==> config.mk <==
export PLATFORM = sky130hd
export DESIGN_NAME = serial_flash_protect_status_read
export DESIGN_NICKNAME = d
export VERILOG_FILES = /design/src/rtl/flash_cmd_pkg.sv /design/src/rtl/link_sync.sv /design/src/rtl/sector_guard.sv /design/src/rtl/serial_flash_protect_status_read.sv
export SDC_FILE = /design/constraint.sdc
export NUM_CORES = 1
export LEC_CHECK = 0
export BUFFER_PORTS_ARGS = -buffer_cell sky130_fd_sc_hd__buf_2
export CELL_PAD_IN_SITES_DETAIL_PLACEMENT = 1
export CELL_PAD_IN_SITES_GLOBAL_PLACEMENT = 2
export CORE_MARGIN = 5
export CORE_UTILIZATION = 30
export DETAILED_ROUTE_END_ITERATION = 10
export PLACE_DENSITY_LB_ADDON = 0.1
export SETUP_SLACK_MARGIN = 0.15
export SLEW_MARGIN = 10
export SYNTH_ARGS = -nofsm -noshare
export SYNTH_HDL_FRONTEND = slang
export SYNTH_SLANG_ARGS = --single-unit
==> constraint.sdc <==
create_clock -name core_clk_in -period 4.2 [get_ports core_clk_in]
set_input_delay 0.21 -clock core_clk_in [delete_from_list [all_inputs] [get_ports core_clk_in]]
set_output_delay 0.21 -clock core_clk_in [all_outputs]
set_load 0.01 [all_outputs]
==> src/rtl/flash_cmd_pkg.sv <==
`default_nettype none
package flash_cmd_pkg;

  // Command codes, shifted in most significant bit first.
  localparam logic [7:0] OP_WRSTAT = 8'h01;
  localparam logic [7:0] OP_READ   = 8'h03;
  localparam logic [7:0] OP_RDSTAT = 8'h05;
  localparam logic [7:0] OP_FAST   = 8'h0b;

  // Bit counter marks, counted from the first opcode bit.
  localparam logic [5:0] OPC_LAST   = 6'h07;
  localparam logic [5:0] ADDR_LAST  = 6'h1f;
  localparam logic [5:0] DUMMY_LAST = 6'h27;
  localparam logic [5:0] WS_BITS    = 6'h10;
  localparam logic [5:0] CNT_MAX    = 6'h3f;
  localparam logic [2:0] BYTE_LAST  = 3'h7;

  // Self-timed status write, typical and longest time.
  localparam int CLK_MHZ       = 50;
  localparam int WS_TYP_US     = 5000;
  localparam int WS_MAX_US     = 15000;
  localparam int WS_TYP_CYCLES = WS_TYP_US * CLK_MHZ;
  localparam int WS_MAX_CYCLES = WS_MAX_US * CLK_MHZ;
  localparam int WS_CNT_W      = 20;

  // Density variants, named by sector count.
  typedef enum logic [1:0] {
    VAR_8S   = 2'h0,
    VAR_32S  = 2'h1,
    VAR_64S  = 2'h2,
    VAR_128S = 2'h3
  } variant_t;

  localparam logic [23:0] AMASK_8S   = 24'h07ffff;
  localparam logic [23:0] AMASK_32S  = 24'h1fffff;
  localparam logic [23:0] AMASK_64S  = 24'hffffff;
  localparam logic [23:0] AMASK_128S = 24'h7fffff;
  localparam int          SHIFT_64K  = 16;
  localparam int          SHIFT_256K = 18;
  localparam logic [8:0]  NSEC_8     = 9'h008;
  localparam logic [8:0]  NSEC_32    = 9'h020;
  localparam logic [8:0]  NSEC_64    = 9'h040;
  localparam logic [8:0]  NSEC_128   = 9'h080;
  localparam logic [2:0]  PROT_NONE  = 3'h0;
  localparam logic [2:0]  PROT_ALL   = 3'h7;

  typedef struct packed {
    logic [2:0] unused;
    logic [2:0] protect;
    logic       wel;
    logic       wip;
  } status_t;

  typedef struct packed {
    logic cs_n;
    logic sclk;
    logic sdi;
  } link_t;

  localparam logic [2:0] LINK_IDLE = 3'h4;

  typedef enum logic [6:0] {
    ST_IDLE   = 7'h01,
    ST_OPCODE = 7'h02,
    ST_ADDR   = 7'h04,
    ST_DUMMY  = 7'h08,
    ST_DATA   = 7'h10,
    ST_WSDATA = 7'h20,
    ST_IGNORE = 7'h40
  } state_t;

endpackage : flash_cmd_pkg
`default_nettype wire

==> src/rtl/link_sync.sv <==
`timescale 1ns/1ps
`default_nettype none
module link_sync #(
  parameter int               WIDTH   = 3,
  parameter logic [WIDTH-1:0] RST_VAL = '0
) (
  input  wire logic             clk_in,
  input  wire logic             rstn_in,
  input  wire logic [WIDTH-1:0] d_in,
  output logic      [WIDTH-1:0] q_out
);
  logic [WIDTH-1:0] meta_q;

  // Two flops; the first is read only by the second to let metastability settle.
  always_ff @(posedge clk_in or negedge rstn_in) begin
    if (!rstn_in) begin
      meta_q <= RST_VAL;
      q_out  <= RST_VAL;
    end else begin
      meta_q <= d_in;
      q_out  <= meta_q;
    end
  end
endmodule : link_sync
`default_nettype wire

==> src/rtl/sector_guard.sv <==
`timescale 1ns/1ps
`default_nettype none
module sector_guard (
  input  wire flash_cmd_pkg::variant_t variant_in,
  input  wire logic [2:0]              code_in,
  input  wire logic [23:0]             addr_in,
  output logic      [23:0]             addr_mask_out,
  output logic                         protected_out
);
  logic [23:0] addr_m;
  logic [7:0]  sector;
  logic [8:0]  nsec;
  logic [2:0]  span_exp;
  logic [8:0]  span;

  // Unused upper address bits are don't-care for each density.
  assign addr_mask_out = (variant_in == flash_cmd_pkg::VAR_8S)  ? flash_cmd_pkg::AMASK_8S  :
                         (variant_in == flash_cmd_pkg::VAR_32S) ? flash_cmd_pkg::AMASK_32S :
                         (variant_in == flash_cmd_pkg::VAR_64S) ? flash_cmd_pkg::AMASK_64S :
                                                                  flash_cmd_pkg::AMASK_128S;
  assign addr_m = addr_in & addr_mask_out;
  assign sector = (variant_in == flash_cmd_pkg::VAR_64S) ? 8'(addr_m >> flash_cmd_pkg::SHIFT_256K)
                                                         : 8'(addr_m >> flash_cmd_pkg::SHIFT_64K);
  assign nsec   = (variant_in == flash_cmd_pkg::VAR_8S)  ? flash_cmd_pkg::NSEC_8  :
                  (variant_in == flash_cmd_pkg::VAR_32S) ? flash_cmd_pkg::NSEC_32 :
                  (variant_in == flash_cmd_pkg::VAR_64S) ? flash_cmd_pkg::NSEC_64 : flash_cmd_pkg::NSEC_128;

  // Each code step doubles the protected top span; the 128-sector part starts at two sectors.
  // A span that reaches the sector count covers everything, which is how code 6 of the 32-sector
  // part and codes 4 to 6 of the 8-sector part fold into full protection.
  assign span_exp = (variant_in == flash_cmd_pkg::VAR_128S) ? code_in : 3'(code_in - 3'h1);
  assign span     = 9'h001 << span_exp;
  assign protected_out = (code_in == flash_cmd_pkg::PROT_NONE) ? 1'b0 :
                         (code_in == flash_cmd_pkg::PROT_ALL)  ? 1'b1 :
                         (({1'b0, sector} + span) >= nsec);
endmodule : sector_guard
`default_nettype wire

==> src/rtl/serial_flash_protect_status_read.sv <==
// Behaviour
// - 32-sector part: codes 1..5 guard top 1,2,4,8,16 sectors; 6 and 7 guard all.
// - 128-sector part: codes 1..6 guard top 2..64 sectors; 7 guards all.
// - 64-sector part: codes 1..6 guard top 1..32 sectors; 7 guards all.
// - Status read is always served, even while a timed cycle runs.
// - Status bit 0 shows the write-in-progress flag.
// - Opcode 01h plus one byte writes only the protect bits.
// - Guarded sectors are read-only; program and erase are refused there.
// - Status write needs chip select to rise right after the eighth data bit.
// - The timed status write starts at chip select rise, 5 ms typical, under 15 ms.
// - Write-in-progress reads 1 throughout the timed cycle and 0 after it.
// - Read opcode 03h plus 24-bit address, sampled on rising serial clock.
// - Data goes out msb first, changing on falling serial clock.
// - Normal read steps the address per byte and wraps to zero.
// - Chip select rise during output stops driving and returns to idle.
// - Normal read during a timed cycle is ignored; the cycle goes on.
// - Fast read opcode 0Bh, 24-bit address and one dummy byte precede data.
// - Fast read data changes on falling edges; host may clock up to 40 MHz; here each clock level must last a 50 MHz core cycle.
// - Fast read steps and wraps the address and ends on chip select rise.
// - Fast read during a timed cycle is rejected without disturbing it.
// - Unused upper address bits are ignored for each density.
// - Write-enable latch sits at status bit 1 and gates the status write.
// - Write-enable latch clears when the status write cycle completes.
// - Bulk erase is allowed only with all protect bits zero.
`timescale 1ns/1ps
`default_nettype none
module serial_flash_protect_status_read #(
  parameter int WS_CYCLES = flash_cmd_pkg::WS_TYP_CYCLES
) (
  input  wire logic                    core_clk_in,
  input  wire logic                    rstn_in,
  input  wire logic                    chip_select_n_in,
  input  wire logic                    serial_clock_in,
  input  wire logic                    serial_data_in,
  input  wire flash_cmd_pkg::variant_t variant_in,
  input  wire logic                    wip_ext_in,
  input  wire logic                    wel_set_in,
  input  wire logic                    wel_clr_in,
  input  wire logic [23:0]             check_addr_in,
  input  wire logic [7:0]              array_data_in,
  output logic                         serial_data_out,
  output logic                         serial_data_oe_out,
  output logic [23:0]                  array_addr_out,
  output logic                         array_rd_out,
  output logic [7:0]                   status_out,
  output logic                         write_protected_out,
  output logic                         bulk_erase_ok_out
);
  localparam int              WS_W    = flash_cmd_pkg::WS_CNT_W;
  localparam logic [WS_W-1:0] WS_LAST = WS_W'(WS_CYCLES - 1);

  flash_cmd_pkg::link_t   link_raw;
  flash_cmd_pkg::link_t   link_s;
  flash_cmd_pkg::link_t   link_p_q;
  flash_cmd_pkg::state_t  state_q, state_d;
  flash_cmd_pkg::status_t status_now;
  flash_cmd_pkg::status_t ws_byte;
  logic [5:0]  bitcnt_q, bitcnt_d;
  logic [7:0]  shin_q, shin_d;
  logic [23:0] addr_q, addr_d;
  logic [7:0]  obyte_q, obyte_d;
  logic [2:0]  obit_q, obit_d;
  logic        fast_q, fast_d;
  logic        stat_q, stat_d;
  logic        sdo_q, sdo_d;
  logic        oe_q, oe_d;
  logic        rd_d, cap_q;
  logic [23:0] raddr_q, raddr_d;
  logic        ws_busy_q, ws_start, ws_done;
  logic [flash_cmd_pkg::WS_CNT_W-1:0] ws_cnt_q;
  logic [2:0]  ws_data_q, protect_q;
  logic        wel_q;
  logic        busy;
  logic [23:0] amask;
  logic        guard_hit;
  logic        sck_rise, sck_fall, cs_rise, cs_fall;

  // Every link pin is resynchronised before any decode looks at it.
  assign link_raw = '{cs_n: chip_select_n_in, sclk: serial_clock_in, sdi: serial_data_in};

  link_sync #(
    .WIDTH   (3),
    .RST_VAL (flash_cmd_pkg::LINK_IDLE)
  ) u_sync (
    .clk_in  (core_clk_in),
    .rstn_in (rstn_in),
    .d_in    (link_raw),
    .q_out   (link_s)
  );

  // Edges are found against a delayed copy of the synchronised pins.
  assign sck_rise = link_s.sclk & ~link_p_q.sclk & ~link_s.cs_n;
  assign sck_fall = ~link_s.sclk & link_p_q.sclk & ~link_s.cs_n;
  assign cs_rise  = link_s.cs_n & ~link_p_q.cs_n;
  assign cs_fall  = ~link_s.cs_n & link_p_q.cs_n;

  // The status byte is assembled live so a read during a timed cycle sees it.
  assign busy       = ws_busy_q | wip_ext_in;
  assign status_now = '{unused: 3'h0, protect: protect_q, wel: wel_q, wip: busy};
  assign ws_byte    = shin_q; // Last shifted byte viewed as a status word.

  // The same guard serves program/erase checks and the address width mask.
  sector_guard u_guard (
    .variant_in    (variant_in),
    .code_in       (protect_q),
    .addr_in       (check_addr_in),
    .addr_mask_out (amask),
    .protected_out (guard_hit)
  );

  // A status write is only taken with exactly sixteen bits, the latch set and no cycle running.
  assign ws_start = cs_rise && (state_q == flash_cmd_pkg::ST_WSDATA) && (bitcnt_q == flash_cmd_pkg::WS_BITS)
                    && wel_q && !busy;
  assign ws_done  = ws_busy_q && (ws_cnt_q == WS_LAST);

  // Command sequencer; chip select edges take priority over serial clock edges.
  always_comb begin
    state_d  = state_q;
    bitcnt_d = bitcnt_q;
    shin_d   = shin_q;
    addr_d   = addr_q;
    obyte_d  = obyte_q;
    obit_d   = obit_q;
    fast_d   = fast_q;
    stat_d   = stat_q;
    sdo_d    = sdo_q;
    oe_d     = oe_q;
    rd_d     = 1'b0;
    raddr_d  = raddr_q;
    if (cs_rise) begin
      state_d = flash_cmd_pkg::ST_IDLE;
      oe_d    = 1'b0;
    end else if (cs_fall) begin
      state_d  = flash_cmd_pkg::ST_OPCODE;
      bitcnt_d = 6'h00;
    end else if (sck_rise) begin
      shin_d = {shin_q[6:0], link_s.sdi};
      if (bitcnt_q != flash_cmd_pkg::CNT_MAX) begin
        bitcnt_d = 6'(bitcnt_q + 6'h01);
      end
      case (state_q)
        flash_cmd_pkg::ST_OPCODE: begin
          if (bitcnt_q == flash_cmd_pkg::OPC_LAST) begin
            fast_d = (shin_d == flash_cmd_pkg::OP_FAST);
            stat_d = (shin_d == flash_cmd_pkg::OP_RDSTAT);
            obit_d = 3'h0;
            if (shin_d == flash_cmd_pkg::OP_RDSTAT) begin
              state_d = flash_cmd_pkg::ST_DATA;
              obyte_d = status_now;
            end else if ((shin_d == flash_cmd_pkg::OP_READ || shin_d == flash_cmd_pkg::OP_FAST) && !busy) begin
              state_d = flash_cmd_pkg::ST_ADDR;
            end else if (shin_d == flash_cmd_pkg::OP_WRSTAT && !busy) begin
              state_d = flash_cmd_pkg::ST_WSDATA;
            end else begin
              state_d = flash_cmd_pkg::ST_IGNORE;
            end
          end
        end
        flash_cmd_pkg::ST_ADDR: begin
          addr_d = {addr_q[22:0], link_s.sdi} & amask;
          if (bitcnt_q == flash_cmd_pkg::ADDR_LAST) begin
            if (fast_q) begin
              state_d = flash_cmd_pkg::ST_DUMMY;
            end else begin
              state_d = flash_cmd_pkg::ST_DATA;
              rd_d    = 1'b1;
              raddr_d = addr_d;
            end
          end
        end
        flash_cmd_pkg::ST_DUMMY: begin
          if (bitcnt_q == flash_cmd_pkg::DUMMY_LAST) begin
            state_d = flash_cmd_pkg::ST_DATA;
            rd_d    = 1'b1;
            raddr_d = addr_q;
          end
        end
        default: begin
        end
      endcase
    end else if (sck_fall && state_q == flash_cmd_pkg::ST_DATA) begin
      sdo_d   = obyte_q[7];
      oe_d    = 1'b1;
      obyte_d = {obyte_q[6:0], 1'b0};
      obit_d  = 3'(obit_q + 3'h1);
      if (obit_q == flash_cmd_pkg::BYTE_LAST) begin
        if (stat_q) begin
          obyte_d = status_now;
        end else begin
          addr_d  = 24'(addr_q + 24'h000001) & amask;
          rd_d    = 1'b1;
          raddr_d = addr_d;
        end
      end
    end
    // Array data returns one cycle after the fetch strobe and is taken in the cycle after, well before the next falling edge.
    if (cap_q) begin
      obyte_d = array_data_in;
    end
  end

  // Link-side sequencer state.
  always_ff @(posedge core_clk_in or negedge rstn_in) begin
    if (!rstn_in) begin
      link_p_q <= flash_cmd_pkg::LINK_IDLE;
      state_q  <= flash_cmd_pkg::ST_IDLE;
      bitcnt_q <= 6'h00;
      shin_q   <= 8'h00;
      addr_q   <= 24'h000000;
      obyte_q  <= 8'h00;
      obit_q   <= 3'h0;
      fast_q   <= 1'b0;
      stat_q   <= 1'b0;
      sdo_q    <= 1'b0;
      oe_q     <= 1'b0;
      raddr_q  <= 24'h000000;
    end else begin
      link_p_q <= link_s;
      state_q  <= state_d;
      bitcnt_q <= bitcnt_d;
      shin_q   <= shin_d;
      addr_q   <= addr_d;
      obyte_q  <= obyte_d;
      obit_q   <= obit_d;
      fast_q   <= fast_d;
      stat_q   <= stat_d;
      sdo_q    <= sdo_d;
      oe_q     <= oe_d;
      raddr_q  <= raddr_d;
    end
  end

  // Fetch strobe and its capture one cycle later.
  always_ff @(posedge core_clk_in or negedge rstn_in) begin
    if (!rstn_in) begin
      array_rd_out <= 1'b0;
      cap_q        <= 1'b0;
    end else begin
      array_rd_out <= rd_d;
      cap_q        <= array_rd_out;
    end
  end

  // Timed status write; protect bits change only when the cycle completes.
  always_ff @(posedge core_clk_in or negedge rstn_in) begin
    if (!rstn_in) begin
      ws_busy_q <= 1'b0;
      ws_cnt_q  <= '0;
      ws_data_q <= flash_cmd_pkg::PROT_NONE;
      protect_q <= flash_cmd_pkg::PROT_NONE;
    end else if (ws_start) begin
      ws_busy_q <= 1'b1;
      ws_cnt_q  <= '0;
      ws_data_q <= ws_byte.protect;
    end else if (ws_done) begin
      ws_busy_q <= 1'b0;
      protect_q <= ws_data_q;
    end else if (ws_busy_q) begin
      ws_cnt_q <= ws_cnt_q + WS_W'(1);
    end
  end

  // The latch is set by the neighbouring write-enable logic; a set beats a same-cycle clear.
  always_ff @(posedge core_clk_in or negedge rstn_in) begin
    if (!rstn_in) begin
      wel_q <= 1'b0;
    end else if (wel_set_in) begin
      wel_q <= 1'b1;
    end else if (wel_clr_in || ws_done) begin
      wel_q <= 1'b0;
    end
  end

  // Registered outputs toward the pins and the neighbouring program/erase logic.
  always_ff @(posedge core_clk_in or negedge rstn_in) begin
    if (!rstn_in) begin
      status_out          <= 8'h00;
      write_protected_out <= 1'b0;
      bulk_erase_ok_out   <= 1'b0;
      array_addr_out      <= 24'h000000;
    end else begin
      status_out          <= status_now;
      write_protected_out <= guard_hit;
      bulk_erase_ok_out   <= (protect_q == flash_cmd_pkg::PROT_NONE);
      array_addr_out      <= raddr_d;
    end
  end

  assign serial_data_out    = sdo_q;
  assign serial_data_oe_out = oe_q;
endmodule : serial_flash_protect_status_read
`default_nettype wire

== After elaboration in Yosys (flattened, before gate mapping) ==
Index checks and enable logic that the tools add are counted.

* Bits in registers: 128
* Bits of input ports: 42
* Output and inout bits: 37
* Logic and storage cells: 195

* $add $sub $neg: 6
* $lt $le $gt $ge: 1
* Eq/ne operators: 39
* Shifts and indexed selects: 1
* Muxes and demuxes: 69
* Bitwise operators: 18
* Reductions and logical operators: 36

{| class="wikitable"
|+ Operators with widths
! kind !! count
|-
| $mux W24 || 12
|-
| $mux W8 || 12
|-
| $and A24 B24 Y24 || 3
|-
| $mux W7 || 9
|-
| $mux W20 || 3
|-
| $pmux W24 S2 || 1
|-
| $add A24 B1 Y24 const B || 1
|-
| $pmux W7 S3 || 1
|-
| $add A20 B1 Y20 const B || 1
|-
| $eq A20 B18 Y1 const B || 1
|-
| $mux W1 || 19
|-
| $mux W6 || 3
|-
| $mux W9 || 2
|-
| $reduce_bool A2 Y1 || 8
|-
| $mux W3 || 5
|-
| $reduce_and A5 Y1 || 3
|-
| $eq A6 B5 Y1 const B || 2
|-
| $ne A4 B4 Y1 const B || 3
|-
| $reduce_and A6 Y1 || 2
|-
| $ne A2 B1 Y1 const B || 5
|-
| $add A8 B9 Y9 || 1
|-
| $ge A9 B9 Y1 || 1
|-
| $ne A3 B2 Y1 const B || 3
|-
| $ne A3 B3 Y1 const B || 3
|-
| other kinds (37) || 66
|}

== Depth between registers and ports, before layout ==
* Depth after elaboration: 11
* Mapped depth: 19
* Depth with buffers taken out: 19

== By module ==
Synthesis repeated with hierarchy kept, for this count alone.

* Cells, all modules: 910
* Area, all modules: 8196.6 µm²

{| class="wikitable"
|+ By module, submodules not included
! module !! instances !! cells each !! area each (µm²) !! seq. area each (µm²)
|-
| serial_flash_protect_status_read || 1 || 785 || 7179.4 || 3055.4
|-
| sector_guard || 1 || 119 || 864.6 || 0.0
|-
| link_sync || 1 || 6 || 152.6 || 152.6
|}

== Worst setup path after synthesis ==
OpenSTA, ideal clock, no wires.

* Path kind: register -> register
* Start point: register protect_q[0]
* End point: register write_protected_out
* Setup time: 0.137 ns
* Arrival: 3.145 ns
* Data required time: 4.063 ns
* Setup slack: 0.917 ns
* Cell stages (with the launch flop): 18
* Path buffers: 0
* Clock period less this slack: 3.283 ns
* Cells stage by stage: dfrtp_1 > inv_1 > ha_1 > a31oi_1 > o22ai_1 > ha_1 > fa_1 > a21oi_1 > nor2_1 > o21a_1 > o21a_1 > nor2_1 > xnor2_1 > ha_1 > nand2_1 > nand4b_1 > o221ai_1 > a31oi_1

* Longest elaborated chain between the ends: 7
* Elaborated cells between the ends (all ways): 9
* Those cells by class: add/sub (2); order compare (1); eq/ne (1); shift (1); mux (3); reduce/logical (1)

{| class="wikitable"
|+ Ends and longest elaborated chain
! what !! RTL line !! source
|-
| start: declaration || serial_flash_protect_status_read.sv:71 || <nowiki>logic [2:0] ws_data_q, protect_q;</nowiki>
|-
| start signal: assignment || serial_flash_protect_status_read.sv:250 || <nowiki>protect_q <= flash_cmd_pkg::PROT_NONE;</nowiki>
|-
| start signal: assignment || serial_flash_protect_status_read.sv:257 || <nowiki>protect_q <= ws_data_q;</nowiki>
|-
| $sub A3 B1 Y3 || sector_guard.sv:31 || <nowiki>assign span_exp = (variant_in == flash_cmd_pkg::VAR_128S) ? code_in : 3'(code_in - 3'h1);</nowiki>
|-
| $mux W3 || sector_guard.sv:31 ||
|-
| $shl A1 B3 Y9 || sector_guard.sv:32 || <nowiki>assign span = 9'h001 << span_exp;</nowiki>
|-
| $add A8 B9 Y9 || sector_guard.sv:35 || <nowiki>(({1'b0, sector} + span) >= nsec);</nowiki>
|-
| $ge A9 B9 Y1 || sector_guard.sv:35 ||
|-
| $mux W1 || sector_guard.sv:34 || <nowiki>(code_in == flash_cmd_pkg::PROT_ALL) ? 1'b1 :</nowiki>
|-
| $mux W1 * || sector_guard.sv:33 || <nowiki>assign protected_out = (code_in == flash_cmd_pkg::PROT_NONE) ? 1'b0 :</nowiki>
|-
| net guard_hit || serial_flash_protect_status_read.sv:75 || <nowiki>logic guard_hit;</nowiki>
|-
| end signal: assignment || serial_flash_protect_status_read.sv:283 || <nowiki>write_protected_out <= guard_hit;</nowiki>
|-
| end: declaration || serial_flash_protect_status_read.sv:46 || <nowiki>output logic write_protected_out,</nowiki>
|}

The timed path passes the listed nets; every way through them passes the cells marked *.
A chain may end at the register's enable or synchronous reset.

== Worst setup path in the final report ==
* Start point: register protect_q[1]
* End point: register write_protected_out

Same word-level chain as after synthesis.

==> impl_metrics.yaml <==
route:
  vias: 6403
  firstDrtPassIters: 4
  drtIter0Drc: 313
  viasPerCell: 5.27
  avgRoutedWirePerCell_um: 18.2
  ant_nets: 0
  routed_wirelength_um: 22100
  drc: 0
grt:
  grt_pass1_wl_um: 36700
  antenna_found_initial: 0
  grt-ovfl-total: 0
  grt_pass1_vias: 6868
  grt_max_degree: 103
  grt_use_total: 0.160
min_path:
  hp-class: "in2reg"
critical_path:
  crit_path_cell_trace: "inv_2, ha_1, a31oi_2, o22ai_1, ha_1, fa_1, a21oi_1, nor2_1, o21a_1, o21a_1, nor2_1, xnor2_1, ha_1, nand2_1, nand4b_1, o221ai_1, a31oi_1"
  path_class: "reg2reg"
  arrival_ps: 4020
  critPathSlowestCell: "dfrtp_1"
  r2r_slack_ps: 480
  cp_slowest_stage_delay_ps: 440
  cp_common_cell: "ha_1"
  cp_max_fo: 6
  cp-start-kind: "flop"
  end_kind: "flop"
  worstPathRequired_ps: 4500
pwr:
  seq_power_share: 0.443
  clkPwrFrac: 0.455
  p_int_mw: 2.34
  power_density_nw_per_um2: 378
  ir_worst_vdd_mv: 0.215
  power_frac_comb: 0.102
  switching_share: 0.285
  power_switching_mw: 0.934
  p_leak_nw: 3.72
finish:
  area_growth_pct: 16.4
  layout.cells.most_common: "dfrtp_1"
  num_antenna_cells: 0
  final_cell_mix: "dfrtp_1 (124), nand2_1 (120), a21oi_1 (64)"
  final_area_um2: 8680
  layout.nets: 945
  drive_above_1_share: 0.156
die:
  start_util: 0.306
  die-area_um2: 28100
  fp.coreArea_um2: 24400
  num_rows: 57
  io_pins: 79
  die_h_um: 168
  fp.dieW_um: 168
placement:
  dpl_worst_slack_ps: 251
  gp_congestion: 0.819
  post-dp-hpwl_um: 15600
  postPlaceCellArea_um2: 8030
  port_buffers: 59
sta:
  drv_slew: 0
  skew_ps: 11.7
  tightest_slew_ps: 1000
  finalHoldViolations: 0
  setup_viol: 0
  setup_slack_ps: 477
  whs_ps: 7.36
  period_minus_slack_ps: 3720
  fin_crit_sh: 0.886
  max_slew_margin: 0.330
  setup_tns_ps: 0
  rsz0062_at_grt: "no"
  fmax_ghz: 0.269
cts:
  cts_max_level: 4
  cts_tree: "built"
  cts_buffer_depth: 2
  clock-sinks: 128
  cts_made_buffers: 17
  insertion_delay_ps: 430
  clk_pin_slew_worst_paths_ps: 60
  clockRootBuffer: "clkbuf_16"
synthesis:
  ys_warn_count: 0
  synth_cell_types: 76
  yosysSeqAreaShare: 0.430
  synth-seq-cells: 128
  netlist_area_um2: 7460
  synth_edf_count: 0
  synthCells: 835
  synth_top_flop_cell: "dfrtp_1"
  syn_avg_cell_area_um2: 8.93
  synth_async_sr_flop_share: 1.00
run_status:
  status: "completed"
run:
  drv_cap: 0
-- flip-flops by register name, indices dropped and copies added, names as in the netlist, 2 cells and up --
register / flops
addr_q: 24
array_addr_out: 24
bitcnt_q: 6
link_p_q: 2
obit_q: 3
obyte_q: 8
protect_q: 3
shin_q: 7
state_q: 7
status_out: 5
u_sync.meta_q: 3
u_sync.q_out: 3
ws_cnt_q: 20
ws_data_q: 3
-- routing by layer --
layer / wire length (um) / global-route usage / vias to the layer above
met5: 0 / 0 / -
li1: - / - / 3090
met4: 355 / 0.0505 / 0
met2: 10300 / 0.259 / 80
met1: 10900 / 0.220 / 3201
met3: 584 / 0.0273 / 32
-- kinds of logic (layout without fill, tap and decap cells) --
family / Yosys count / after routing / share of synthesized area
simple gates: 331 / 331 / 0.228
compound gates: 219 / 219 / 0.179
flops: 128 / 128 / 0.430
buf+inv: 72 / 126 / 0.0414
mux: 33 / 33 / 0.0476
xor+xnor: 27 / 27 / 0.0327
fa+ha+maj: 24 / 24 / 0.0413
other cells: 1 / 4 / 0.000503
-- worst max-delay path, delay by kind of cell, from the launching register on --
family | cells | cell delay, ps
AND/OR/NAND/NOR | 4 | 330
adder cells (fa/ha/maj) | 4 | 1300
XOR/XNOR | 1 | 140
buffers and inverters | 1 | 100
AO/OA/AOI/OAI | 7 | 1290
flip-flops | 1 | 440
-- cells in the mapped netlist (all sizes together) (5+ instances only) --
| library cell | instances | area share |
|---|---|---|
| o31ai | 6 | 0.0060 |
| mux2 | 20 | 0.030 |
| o21ai | 74 | 0.050 |
| nand2b | 5 | 0.0042 |
| nor4 | 11 | 0.010 |
| nand2 | 120 | 0.060 |
| nor2 | 56 | 0.029 |
| and3 | 8 | 0.0067 |
| nor2b | 8 | 0.0067 |
| nor3b | 7 | 0.0077 |
| nand3 | 24 | 0.016 |
| dfrtp | 124 | 0.42 |
| a21oi | 64 | 0.043 |
| and2 | 10 | 0.0084 |
| buf | 25 | 0.018 |
| ha | 23 | 0.039 |
| a22o | 5 | 0.0059 |
| clkbuf | 27 | 0.014 |
| mux2i | 13 | 0.017 |
| a21o | 9 | 0.0091 |
| a31oi | 8 | 0.0067 |
| o221ai | 7 | 0.0082 |
| xnor2 | 13 | 0.016 |
| nand4 | 21 | 0.018 |
| or3 | 6 | 0.0057 |
| nor3 | 24 | 0.018 |
| xor2 | 14 | 0.016 |
| and4 | 9 | 0.011 |
| inv | 20 | 0.010 |
| a211oi | 9 | 0.0091 |
| o21a | 7 | 0.0070 |
| o22ai | 6 | 0.0050 |
-- power by group through the flow --
stage | Clock [mW] | Combinational [mW] | Sequential [mW]
floorplan | 0 | 0.230 | 1.43
global placement | 0 | 0.318 | 1.47
detailed placement | 0 | 0.334 | 1.47
CTS | 1.53 | 0.340 | 1.45
global route | 1.59 | 0.379 | 1.47
finish | 1.49 | 0.333 | 1.45
-- layout make-up --
cell class	instances	area (um^2)
tap	324	405
multi-input combinational	638	3980
inverter	20	75.1
clock inverter	12	121
timing repair buffer	74	427
clock buffer	20	467
fill	2856	15700
sequential	128	3210
-- what timing repair did --
item	in CTS	in global routing
setup endpoints to repair	0	1
hold endpoints to repair	90	0
setup buffers	0	0
hold buffers	5	0
resized for setup	0	2
-- worst paths after layout --
| path | from | to | cells after the start |
|---|---|---|---|
| max in group asynchronous | rstn_in | u_sync.meta_q[2] | 3 |
| min in group asynchronous | rstn_in | ws_cnt_q[0] | 2 |
| worst min-delay path | array_data_in[5] | obyte_q[5] | 3 |
| worst min register to register | u_sync.meta_q[0] | u_sync.q_out[0] | 0 |
| worst max-delay path | protect_q[1] | write_protected_out | 17 |
| worst max register to register | protect_q[1] | write_protected_out | 17 |
-- through the flow --
stage	util	total power, mW	cells
3_3_place_gp	0.329	1.79	1179
2_1_floorplan	-	1.66	838
5_1_grt	0.356	3.44	1216
4_1_cts	0.356	3.33	1216
6_report	0.356	3.28	1216
3_5_place_dp	0.329	1.81	1179
Note: power is estimated with default switching activity, not from simulation.
